[src/inc/ufx_defines.svh]
// constants for the usart frame transmitter
//------------------------------------------------------------------
// Operation
// RL1: all thirty formats: 5..9 data bits, none/even/odd parity, 1 or 2 stops
// RL2: data bits go out least significant first, up to nine
// RL3: parity bit sits right after the last data bit, before the stop bits
// RL4: next frame may follow at once, otherwise the line idles high
// RL5: start bit is always low
// RL6: every stop bit is always high
// RL7: one frame format register shared by both directions
// RL8: char_size_field, parity_mode_field, stop_bit_select choose the format
// RL9: receiver checks only the first stop bit for frame errors
// RL10: parity is xor of data bits, inverted for odd
// RL11: tx_enable_bit hands serial_out_pin to the transmitter
// RL12: synchronous mode clocks transmission from transfer_clock_pin
// RL13: writing data_buffer_reg loads the buffer and starts sending
// RL14: buffer moves to shifter when idle or right after last stop bit
// RL15: shifter sends a whole frame at the selected bit rate
// RL16: unused upper data bits are ignored for short characters
// RL17: host writes tx_ninth_bit before the low byte
// RL18: host waits for an empty buffer before writing data
// RL19: host sets rate, mode and format before sending
// RL20: host keeps transfers quiet while changing rate or format
// RL21: host clears tx_complete_flag before each data write
// RL22: tx_buffer_empty_flag high while the buffer is empty
// RL23: tx_complete_flag set when frame done and buffer empty
// RL24: disabling waits until buffer and shifter are empty, then releases pin
// RL25: bit clock is baud output divided by 2, 8 or 16
// RL26: no parity slot when parity is off
// RL27: enabled and idle transmitter drives the line high
//------------------------------------------------------------------
`ifndef UFX_DEFINES_SVH
`define UFX_DEFINES_SVH
`define UFX_ADDR_DATA    3'h0
`define UFX_ADDR_STATUS  3'h1
`define UFX_ADDR_CTRL_B  3'h2
`define UFX_ADDR_CTRL_C  3'h3
`define UFX_ADDR_BAUD_L  3'h4
`define UFX_ADDR_BAUD_H  3'h5
// status register bits
`define UFX_ST_TXC       6
`define UFX_ST_UDRE      5
`define UFX_ST_U2X       1
// control b bits
`define UFX_CB_TXEN      3
`define UFX_CB_UCSZ2     2
`define UFX_CB_TXB8      0
// control c bits
`define UFX_CC_MSEL      6
`define UFX_CC_PM_HI     5
`define UFX_CC_PM_LO     4
`define UFX_CC_SBS       3
`define UFX_CC_CS_HI     2
`define UFX_CC_CS_LO     1
`define UFX_CC_CPOL      0
// reset values
`define UFX_RST_CTRL_C   8'h06
`define UFX_RST_STATUS   8'h20
// bit clock divider tops, nine-bit size code, odd parity code
`define UFX_DIV_NORM     4'hf
`define UFX_DIV_DBL      4'h7
`define UFX_DIV_SYNC     4'h1
`define UFX_CS_NINE      3'h7
`define UFX_PM_ODD       2'h3
`endif

[src/inc/ufx_pkg.sv]
// types for the usart frame transmitter
package ufx_pkg;
  typedef enum logic [2:0] {
    UFX_IDLE,
    UFX_START,
    UFX_DATA,
    UFX_PARITY,
    UFX_STOP1,
    UFX_STOP2
  } ufx_state_type;

  typedef struct packed {
    logic [1:0] parity_mode_field;
    logic       stop_bit_select;
    logic [2:0] char_size_field;
  } ufx_format_type;
endpackage

[src/design/ufx_transmitter.sv]
// usart transmit path with frame format and register port
`timescale 1ns/1ps
`include "ufx_defines.svh"
module ufx_transmitter
  import ufx_pkg::*;
(
  input  wire logic       clk,
  input  wire logic       rst_b,
  input  wire logic [2:0] addr,
  input  wire logic [7:0] wdata,
  input  wire logic       wr,
  input  wire logic       rd,
  output logic      [7:0] rdata,
  input  wire logic       xck_in,
  output logic            xck_out,
  output logic            xck_oe,
  input  wire logic       xck_dir_master,
  output logic            serial_out_pin,
  output logic            serial_out_oe
);

  //------------------------------------------------------------------
  // helpers
  //------------------------------------------------------------------
  // data bit count from char_size_field; 4..7 beyond 3 other than 7 read as 8
  function automatic logic [3:0] data_bits(input logic [2:0] cs);  // RL1
    case (cs)
      3'h0:    data_bits = 4'h5;
      3'h1:    data_bits = 4'h6;
      3'h2:    data_bits = 4'h7;
      3'h7:    data_bits = 4'h9;
      default: data_bits = 4'h8;
    endcase
  endfunction

  //------------------------------------------------------------------
  // registers
  //------------------------------------------------------------------
  logic [7:0]     buf_r, buf_nxt;
  logic           buf_b8_r, buf_b8_nxt;
  logic           udre_r, udre_nxt;
  logic           txc_r, txc_nxt;
  logic           u2x_r, u2x_nxt;
  logic           txen_r, txen_nxt;
  logic           txb8_r, txb8_nxt;
  logic           msel_r, msel_nxt;
  logic           cpol_r, cpol_nxt;
  // one format register; read by the transmit path and by the register read port
  ufx_format_type fmt_r, fmt_nxt;  // RL7
  logic [11:0]    ubrr_r, ubrr_nxt;
  logic [7:0]     rdata_nxt;
  logic [11:0]    bcnt_r, bcnt_nxt;
  logic [3:0]     pcnt_r, pcnt_nxt;
  logic           xs1_r, xs2_r, xs3_r;
  logic           xck_out_nxt;
  ufx_state_type  st_r, st_nxt;
  logic [8:0]     sh_r, sh_nxt;
  logic [3:0]     bit_r, bit_nxt;
  logic           par_r, par_nxt;
  logic           so_nxt, soe_nxt;

  logic [3:0]     div_top;
  logic           baud_tick, bit_en, last_stop;

  // register port: writes and reads
  always_comb begin
    buf_nxt    = buf_r;
    buf_b8_nxt = buf_b8_r;
    txc_nxt    = txc_r;
    u2x_nxt    = u2x_r;
    txen_nxt   = txen_r;
    txb8_nxt   = txb8_r;
    msel_nxt   = msel_r;
    cpol_nxt   = cpol_r;
    fmt_nxt    = fmt_r;
    ubrr_nxt   = ubrr_r;
    rdata_nxt  = 8'h00;
    if (wr) begin
      unique case (addr)
        `UFX_ADDR_DATA: begin
          buf_nxt    = wdata;    // RL13
          buf_b8_nxt = txb8_r;   // ninth bit captured with the low byte
        end
        `UFX_ADDR_STATUS: begin
          u2x_nxt = wdata[`UFX_ST_U2X];
          if (wdata[`UFX_ST_TXC])
            txc_nxt = 1'b0;      // write one clears
        end
        `UFX_ADDR_CTRL_B: begin
          txen_nxt             = wdata[`UFX_CB_TXEN];
          fmt_nxt.char_size_field[2] = wdata[`UFX_CB_UCSZ2];  // RL8
          txb8_nxt             = wdata[`UFX_CB_TXB8];
        end
        `UFX_ADDR_CTRL_C: begin
          msel_nxt                     = wdata[`UFX_CC_MSEL];
          fmt_nxt.parity_mode_field    = wdata[`UFX_CC_PM_HI:`UFX_CC_PM_LO];  // RL8
          fmt_nxt.stop_bit_select      = wdata[`UFX_CC_SBS];
          fmt_nxt.char_size_field[1:0] = wdata[`UFX_CC_CS_HI:`UFX_CC_CS_LO];
          cpol_nxt                     = wdata[`UFX_CC_CPOL];
        end
        `UFX_ADDR_BAUD_L: ubrr_nxt[7:0]  = wdata;
        `UFX_ADDR_BAUD_H: ubrr_nxt[11:8] = wdata[3:0];
        default: ;
      endcase
    end
    // a hardware set of the complete flag beats a same-cycle clear; a byte
    // that was waiting at the end of the stop keeps the flag low, since the
    // next frame starts at once
    if (last_stop && udre_r)
      txc_nxt = 1'b1;            // RL23
    if (rd) begin
      unique case (addr)
        `UFX_ADDR_STATUS: rdata_nxt = {1'b0, txc_r, udre_r, 3'h0, u2x_r, 1'b0};
        `UFX_ADDR_CTRL_B: rdata_nxt = {4'h0, txen_r, fmt_r.char_size_field[2],
                                       1'b0, txb8_r};
        `UFX_ADDR_CTRL_C: rdata_nxt = {1'b0, msel_r, fmt_r.parity_mode_field,
                                       fmt_r.stop_bit_select,
                                       fmt_r.char_size_field[1:0], cpol_r};
        `UFX_ADDR_BAUD_L: rdata_nxt = ubrr_r[7:0];
        `UFX_ADDR_BAUD_H: rdata_nxt = {4'h0, ubrr_r[11:8]};
        default:          rdata_nxt = 8'h00;
      endcase
    end
  end

  always_ff @(posedge clk or negedge rst_b) begin
    if (!rst_b) begin
      buf_r    <= 8'h00;
      buf_b8_r <= 1'b0;
      txc_r    <= 1'b0;
      u2x_r    <= 1'b0;
      txen_r   <= 1'b0;
      txb8_r   <= 1'b0;
      msel_r   <= 1'b0;
      cpol_r   <= 1'b0;
      fmt_r    <= ufx_format_type'(6'(`UFX_RST_CTRL_C >> 1));
      ubrr_r   <= 12'h000;
      rdata    <= 8'h00;
    end else begin
      buf_r    <= buf_nxt;
      buf_b8_r <= buf_b8_nxt;
      txc_r    <= txc_nxt;
      u2x_r    <= u2x_nxt;
      txen_r   <= txen_nxt;
      txb8_r   <= txb8_nxt;
      msel_r   <= msel_nxt;
      cpol_r   <= cpol_nxt;
      fmt_r    <= fmt_nxt;
      ubrr_r   <= ubrr_nxt;
      rdata    <= rdata_nxt;
    end
  end

  //------------------------------------------------------------------
  // bit clock: baud down-counter, then 2/8/16 prescale or external clock
  //------------------------------------------------------------------
  // sync master divides by 2, async by 8 or 16
  assign div_top   = msel_r ? `UFX_DIV_SYNC : (u2x_r ? `UFX_DIV_DBL : `UFX_DIV_NORM);  // RL25
  assign baud_tick = (bcnt_r == 12'h000);

  // external clock: change edge set by polarity, after two-flop sync
  always_comb begin
    bcnt_nxt    = baud_tick ? ubrr_r : bcnt_r - 12'h001;
    if (wr && addr == `UFX_ADDR_BAUD_L)
      bcnt_nxt = {ubrr_r[11:8], wdata};   // reload on low byte write
    pcnt_nxt    = pcnt_r;
    xck_out_nxt = xck_out;
    if (baud_tick) begin
      pcnt_nxt = (pcnt_r >= div_top) ? 4'h0 : pcnt_r + 4'h1;
      if (msel_r)
        xck_out_nxt = ~xck_out;
    end
    if (!msel_r)
      xck_out_nxt = 1'b0;
    if (msel_r && !xck_dir_master)                // RL12
      bit_en = cpol_r ? (xs3_r & ~xs2_r) : (~xs3_r & xs2_r);
    else if (msel_r)
      // change data on the clock edge chosen by polarity; taking the phase from
      // the prescaler could lock onto the sampling edge and never send
      bit_en = baud_tick && (xck_out == cpol_r);
    else
      bit_en = baud_tick && pcnt_r == div_top;   // RL15
  end

  always_ff @(posedge clk or negedge rst_b) begin
    if (!rst_b) begin
      bcnt_r  <= 12'h000;
      pcnt_r  <= 4'h0;
      xck_out <= 1'b0;
      xck_oe  <= 1'b0;
      xs1_r   <= 1'b0;
      xs2_r   <= 1'b0;
      xs3_r   <= 1'b0;
    end else begin
      bcnt_r  <= bcnt_nxt;
      pcnt_r  <= pcnt_nxt;
      xck_out <= xck_out_nxt;
      xck_oe  <= msel_r & xck_dir_master;
      xs1_r   <= xck_in;
      xs2_r   <= xs1_r;
      xs3_r   <= xs2_r;
    end
  end

  //------------------------------------------------------------------
  // frame shifter
  //------------------------------------------------------------------
  // load rule: buffer full and shifter idle, or at the end of the last stop
  always_comb begin
    st_nxt   = st_r;
    sh_nxt   = sh_r;
    bit_nxt  = bit_r;
    par_nxt  = par_r;
    udre_nxt = udre_r;
    so_nxt   = serial_out_pin;
    last_stop = 1'b0;
    if (bit_en) begin
      unique case (st_r)
        UFX_IDLE: begin
          so_nxt = 1'b1;                          // RL27 RL4
          // a byte left behind by a disable still goes out while the pin is held
          if (!udre_r && (txen_r || serial_out_oe)) begin  // RL14 RL24
            // upper bits beyond the size are masked off
            sh_nxt   = {buf_b8_r, buf_r} & ((9'h001 << data_bits(fmt_r.char_size_field))
                                            - 9'h001);  // RL16
            par_nxt  = fmt_r.parity_mode_field == `UFX_PM_ODD;  // RL10
            udre_nxt = 1'b1;
            so_nxt   = 1'b0;                      // RL5
            st_nxt   = UFX_START;
          end
        end
        UFX_START, UFX_DATA: begin
          so_nxt  = sh_r[0];                      // RL2
          par_nxt = par_r ^ sh_r[0];              // RL10
          sh_nxt  = {1'b0, sh_r[8:1]};
          bit_nxt = (st_r == UFX_START) ? 4'h1 : bit_r + 4'h1;
          st_nxt  = UFX_DATA;
          if (st_r == UFX_DATA && bit_r == data_bits(fmt_r.char_size_field)) begin
            so_nxt  = fmt_r.parity_mode_field[1] ? par_r : 1'b1;  // RL3 RL26
            st_nxt  = fmt_r.parity_mode_field[1] ? UFX_PARITY : UFX_STOP1;
            bit_nxt = 4'h0;
            sh_nxt  = sh_r;
            par_nxt = par_r;
          end
        end
        UFX_PARITY: begin
          so_nxt = 1'b1;                          // RL6
          st_nxt = UFX_STOP1;
        end
        UFX_STOP1: begin
          so_nxt = 1'b1;                          // RL6
          if (fmt_r.stop_bit_select)
            st_nxt = UFX_STOP2;
          else
            last_stop = 1'b1;
        end
        // the far end checks only the first stop; the second is line time
        UFX_STOP2: begin                          // RL9
          so_nxt    = 1'b1;                       // RL6
          last_stop = 1'b1;
        end
      endcase
      if (last_stop) begin
        st_nxt = UFX_IDLE;
        if (!udre_r) begin                        // RL14 back to back
          sh_nxt   = {buf_b8_r, buf_r} & ((9'h001 << data_bits(fmt_r.char_size_field))
                                          - 9'h001);
          par_nxt  = fmt_r.parity_mode_field == `UFX_PM_ODD;
          udre_nxt = 1'b1;
          so_nxt   = 1'b0;
          st_nxt   = UFX_START;
        end
      end
    end
    // a write beats a same-cycle load: the new byte is still waiting
    if (wr && addr == `UFX_ADDR_DATA)
      udre_nxt = 1'b0;                            // RL22
    // pin is held while enabled or while data remain to send; a byte written
    // to a disabled, released transmitter waits and does not grab the pin
    soe_nxt = txen_r || st_r != UFX_IDLE || (!udre_r && serial_out_oe);  // RL11 RL24
    if (!soe_nxt)
      so_nxt = 1'b1;
  end

  always_ff @(posedge clk or negedge rst_b) begin
    if (!rst_b) begin
      st_r           <= UFX_IDLE;
      sh_r           <= 9'h000;
      bit_r          <= 4'h0;
      par_r          <= 1'b0;
      udre_r         <= 1'b1;
      serial_out_pin <= 1'b1;
      serial_out_oe  <= 1'b0;
    end else begin
      st_r           <= st_nxt;
      sh_r           <= sh_nxt;
      bit_r          <= bit_nxt;
      par_r          <= par_nxt;
      udre_r         <= udre_nxt;
      serial_out_pin <= so_nxt;
      serial_out_oe  <= soe_nxt;
    end
  end

endmodule

[config.mk]
export PLATFORM = sky130hd
export DESIGN_NAME = ufx_transmitter
export DESIGN_NICKNAME = d
export VERILOG_FILES = /design/src/inc/ufx_pkg.sv /design/src/design/ufx_transmitter.sv
export VERILOG_INCLUDE_DIRS = /design/src /design/src/inc
export SDC_FILE = /design/constraint.sdc
export NUM_CORES = 1
export LEC_CHECK = 0
export BUFFER_PORTS_ARGS = -buffer_cell sky130_fd_sc_hd__buf_4
export CORE_MARGIN = 1
export CORE_UTILIZATION = 40
export DETAILED_ROUTE_END_ITERATION = 8
export GPL_ROUTABILITY_DRIVEN = 0
export GPL_TIMING_DRIVEN = 0
export PLACE_DENSITY = 0.65
export SYNTH_ARGS = -nofsm -noshare
export SYNTH_HDL_FRONTEND = slang
export SYNTH_SLANG_ARGS = --single-unit
[constraint.sdc]
create_clock -name clk -period 3.42 [get_ports clk]
set_clock_uncertainty 0.05 [all_clocks]
set_input_delay 0.171 -clock clk [delete_from_list [all_inputs] [get_ports clk]]
set_output_delay 0.171 -clock clk [all_outputs]
set_load 0.05 [all_outputs]
After elaboration in Yosys (flattened, before gate mapping)
Index checks and enable logic that the tools add are counted.
{"block": "totals", "reg_bits": 82, "in_bits": 17, "out_inout_bits": 12, "elab_cells": 164}
{"block": "classes", "addsub": 5, "magnitude_cmp": 1, "eq_ne": 21, "n_shift": 2, "mux": 62, "n_bitwise": 9, "n_reduce_logical": 35}
{"cell": "4-bit two-way mux", "n": 13}
{"cell": "8-bit one-hot mux with 5 select lines", "n": 1}
{"cell": "9-bit two-way mux", "n": 4}
{"cell": "1-bit two-way mux", "n": 30}
{"cell": "12-bit two-way mux", "n": 2}
{"cell": "9-bit AND", "n": 2}
{"cell": "9-bit one-hot mux with 2 select lines", "n": 1}
{"cell": "1-bit by 4-bit << shifter with 9-bit output, first input constant", "n": 2}
{"cell": "9-bit by 1-bit subtractor with 9-bit output, second input constant", "n": 2}
{"cell": "4-bit one-hot mux with 4 select lines", "n": 1}
{"cell": "3-bit by 2-bit equality test with 1-bit output, second input constant", "n": 5}
{"cell": "3-bit equality test, second input constant", "n": 5}
{"cell": "3-bit two-way mux", "n": 5}
{"cell": "2-bit AND reduction", "n": 7}
{"cell": "12-bit logical NOT", "n": 1}
{"cell": "3-bit one-hot mux with 4 select lines", "n": 1}
{"cell": "12-bit by 1-bit subtractor with 12-bit output, second input constant", "n": 1}
{"cell": "3-bit by 1-bit equality test with 1-bit output, second input constant", "n": 3}
{"cell": "1-bit logical AND", "n": 9}
{"cell": "3-bit logical NOT", "n": 3}
{"cell": "4-bit by 1-bit adder with 4-bit output, second input constant", "n": 2}
{"cell": "4-bit equality test", "n": 2}
{"cell": "8-bit two-way mux", "n": 1}
{"cell": "2-bit nonzero test", "n": 4}
{"cell": "18 further kinds", "n": 28}

Logic depth before layout (Yosys ltp)
{"block": "depth", "depth_word": 15, "mapped_depth": 8, "depth_no_buf": 8}

Worst setup path after synthesis
No wires, ideal clock.
{"block": "synth_path", "path_kind": "register to register", "start": "register bcnt_r[2]", "end": "register st_r[2]", "setup_ns": 0.129, "t_arrival_ns": 1.987, "t_required_ns": 3.241, "slack_ns": 1.254, "path_stages_with_launch": 7, "path_buffers": 0, "synth_period_minus_slack_ns": 2.166, "path_cell_list": "dfrtp_1 > or4_4 > nor3_4 > a31oi_4 > a221oi_1 > a21boi_0 > o21ai_0"}
{"block": "synth_via", "elab_chain_cells": 5, "word_cells_on_any_way": 6}
{"element": "start, declared", "line_no": "ufx_transmitter.sv:52", "rtl": "logic [11:0] bcnt_r, bcnt_nxt;"}
{"element": "start signal, assigned", "line_no": "ufx_transmitter.sv:195", "rtl": "bcnt_r <= bcnt_nxt;"}
{"element": "12-bit logical NOT (*)", "line_no": "ufx_transmitter.sv:159", "rtl": "assign baud_tick = (bcnt_r == 12'h000);"}
{"element": "1-bit logical AND (on tied branches)", "line_no": "ufx_transmitter.sv:182, ufx_transmitter.sv:180"}
{"element": "1-bit two-way mux (*)", "line_no": "ufx_transmitter.sv:177", "rtl": "else if (msel_r)"}
{"element": "1-bit two-way mux (*)", "line_no": "ufx_transmitter.sv:175", "rtl": "if (msel_r && !xck_dir_master)"}
{"element": "4-bit AND reduction (no line) (*)"}
{"element": "end signal, assigned", "line_no": "ufx_transmitter.sv:295", "rtl": "st_r <= st_nxt;"}
{"element": "end, declared", "line_no": "ufx_transmitter.sv:56", "rtl": "ufx_state_type st_r, st_nxt;"}
Mark *: on every way between the ends. The rest lies on a longest branch, timed or not.
A chain may end at the register's enable or synchronous reset.

Final worst setup path
Ends and elaborated chain as after synthesis.

==> parameters.txt <==
Parameter                              Value

Clocking
  Number of gates resized after cts ... 0
  CTS H-Tree Depth ... 3
  Post-CTS Hold Buffers ... 3
  CTS tree ... yes
  Number of buffers on the longest clock path ... 2
  Post-CTS clock slew at the launch and capture registers of the worst setup and hold paths ... about 0.10 ns
  Root Buffer Master ... clkbuf_8
  Latest clock arrival within the worst-skew pair ... ~0.36 ns
  Count of buffers added by post-CTS timing repair for setup ... 0
  Clock net sink count ... 82
  Cts bufs inserted ... 9

Yosys
  XOR/XNOR Fraction of Synth Area ... 1.86%
  Leading register cell type out of synthesis ... dfrtp_1
  Mean Syn Cell Area ... approximately 10 µm²
  Fraction of post-synthesis cell area in the top cell type by area ... 46.0%
  Part of the Yosys area used for sequential elements ... 48.4%
  Total standard cell area after synthesis ... between 4000 and 5000 µm²
  Biggest area contributors in the synthesized netlist ... dfrtp_1 (46%), mux2_2 (6.4%), nand2_1 (4.7%)
  Area share of fa/ha/maj cells after synthesis ... around 2.4%
  Cell type with the highest aggregate area in the netlist ... dfrtp_1
  Number of synthesized register bits ... ~80
  Count of flip-flops with a built-in enable after synthesis ... 0
  Portion of netlist area occupied by mux cells ... 9.43%
  Compound-Gate Fraction of Synth Area ... between 10% and 20%
  Synth Instances ... 426
  Fraction of registers with async set or reset after synthesis ... 100%
  Simple-gate share of the synthesized area ... 17.1%
  Largest family of logic cells by synthesized area ... compound AO/OA/AOI/OAI gates
  Library cells used by synthesis ... 60
  Yosys warnings ... 0

Setup path
  Worst path required time ... roughly 3.6 ns
  Type of the worst setup path ... reg2reg
  Worst reg2reg endpoint ... st_r[2]
  Worst flop-to-flop path startpoint ... bcnt_r[2]
  Depth of the most critical reg-to-reg path ... 6
  Worst Setup End Kind ... flip-flop
  Biggest fanout along the worst timing path ... 10
  Data arrival time of the critical path ... about 2.8 ns
  Flop-to-flop setup slack ... 0.77 ns
  Setup crit start kind ... flip-flop

Timing
  Final cycle utilization of the critical path ... around 78%
  Clock period minus worst slack ... 2.65 ns
  Final Max Slew Viols ... 0
  Normalized max-slew margin ... 31.0%
  Final Hold Violating Endpoints ... 0
  Worst Max-Slew Pin Slew ... 1.04 ns
  Final Worst Setup Slack ... a little under 0.8 ns
  Achievable Freq ... approximately 380 MHz
  Setup repair after global routing missed its margin ... false
  Final setup violation count ... 0
  Final sum of negative setup slack ... 0 ns

Place
  HPWL after detailed placement ... roughly 7 mm
  Pre-CTS worst setup slack ... 0.870 ns
  Port Buf Inserts ... 28

Min path
  Hold path start ... wdata[5]
  Worst Hold Path Cells ... 3
  Kind of path behind the tightest hold check ... in2reg
  Hold path endpoint ... ubrr_r[5]

Die
  # rows ... 37
  Starting density of the core ... 41.1%
  Die X ... around 110 µm
  Placeable core region ... between 10,000 and 15,000 µm²
  Overall die height ... between 100 and 150 µm
  IO Count ... 29
  Die area ... 11,000 µm²

Global routing
  Most Used Layer, Global Route ... met2
  Met2 usage in global routing ... about a third
  Largest net degree at the start of global routing ... 83
  All-layer global routing usage ... ~19%
  Vias in the first global route ... ~3,300
  Overall overflow remaining after global route ... 0
  Initial antenna violation count ... 0
  Met1 usage in global routing ... approximately 26%
  First-pass GRT wire length ... 16.7 mm
  Met3 layer usage reported by global route ... between 4 and 5%

Detailed routing
  Iteration-0 DRC Markers ... ~160
  Total via count in the routed design ... 3,317
  Remaining routing DRC violations ... 0
  Routed vias/inst ... ~5.4
  First-pass DRT Iterations ... 4
  Wire length per cell after detailed routing ... around 16 µm
  Residual antenna-violating net count after detailed routing ... 0
  Total Routed Length ... roughly 9.8 mm

Cells and area
  Most frequent cells in the layout ... dfrtp_1 (78), nand2_1 (53), o21ai_0 (32)
  Area growth, synth to finish ... 14.1%
  Most common cell after layout, fill and taps aside ... dfrtp_1
  Antenna Diode Count ... 0
  Proportion of layout cells with a drive suffix above 1 ... 18.4%
  Filler Cells Inserted ... between 900 and 1,000
  Nets@finish ... slightly below 500

Status
  Outcome ... completed

Power
  Cell Pwr Density ... approximately 700 nW/µm²
  Peak supply drop ... ~0.38 mV
  Leak ... 2.19 nW

Job
  Max Cap Viol ... 0
## critical path, cell delays in order (launching register included)
cell      delay (ns)
dfrtp_1         0.44
or4_4           0.59
nor3_4          0.37
a31oi_4         0.27
a221oi_1        0.47
a21boi_0        0.23
o21ai_0         0.09
## power breakdown
group / total [W] / internal, W / leakage, nW / switching, W
clock network: 0.000676 / 0.000279 / 0.0940 / 0.000397
registers: 0.00152 / 0.00124 / 1.01 / 0.000277
logic: 0.00120 / 0.000518 / 1.09 / 0.000681
total: 0.00339 / 0.00204 / 2.19 / 0.00135
## flip-flops by register name, indices dropped and copies added, names as in the netlist, 3 cells and up
register and count:
st_r 3, pcnt_r 4, bcnt_r 12, buf_r 8
fmt_r 6, rdata 8, bit_r 4, sh_r 9
ubrr_r 12
## synthesized netlist by cell type (3+ instances only)
cell type	number
nand3_1	9
or3_1	4
dfrtp_1	78
nor3_1	4
a22o_1	4
nor2_1	29
mux2i_1	13
mux2_2	24
dfstp_2	4
a21o_1	5
clkbuf_1	12
and2_1	8
inv_1	15
o21ai_0	32
a221oi_1	9
a31o_2	3
a21oi_1	23
xnor2_1	7
ha_1	8
o31ai_1	8
nand2_1	53
nand2b_1	10
nor2b_1	7
o21a_1	4
o22ai_1	7
## layout make-up
type                       instances  area, µm²  area share, %
sequential                        82       2060           42.4
buffer                            16       62.6           1.29
clock buffer                       9        124           2.56
multi-input combinational        314       2070           42.8
inverter                          15       56.3           1.16
tap                              136        170           3.51
timing repair buffer              31        240           4.96
clock inverter                     7       61.3           1.27
## worst max path at each step
| stage | startpoint | end | depth (start not counted) |
|---|---|---|---|
| floorplan | bcnt_r[2] | st_r[2] | 6 |
| global placement | msel_r | sh_r[1] | 7 |
| detailed placement | bcnt_r[2] | st_r[2] | 6 |
| CTS | bcnt_r[2] | st_r[2] | 6 |
| global route | bcnt_r[2] | st_r[0] | 6 |
| finish | bcnt_r[2] | st_r[2] | 6 |
## cells by family after synthesis
family / Yosys count
simple gates: 144
compound gates: 114
flops: 82
mux: 37
buf+inv: 31
xor+xnor: 9
fa+ha+maj: 8
other cells: 1
## metal layers
metal  share of wire [%]  vias up  wire length (µm)
met3                 3.9       10               385
met1                  48     1623              4690
met4                 1.1        0               111
met5                   0        -                 0
li1                    -     1616                 -
met2                  47       68              4650
## metrics by stage
step / cells / area, µm² / util, % / power [W] / hold slack (ns)
after floorplan: 427 / 4250 / - / 0.00237 / -0.175
after global placement: 591 / 4630 / 44.9 / 0.00268 / 0.237
after detailed placement: 591 / 4630 / 44.9 / 0.00271 / 0.238
after CTS: 610 / 4850 / 46.9 / 0.00340 / 0.00186
after global routing: 610 / 4850 / 46.9 / 0.00365 / 0.00787
final: 610 / 4850 / 46.9 / 0.00339 / 0.0114
(Power assumes the default switching activity.)
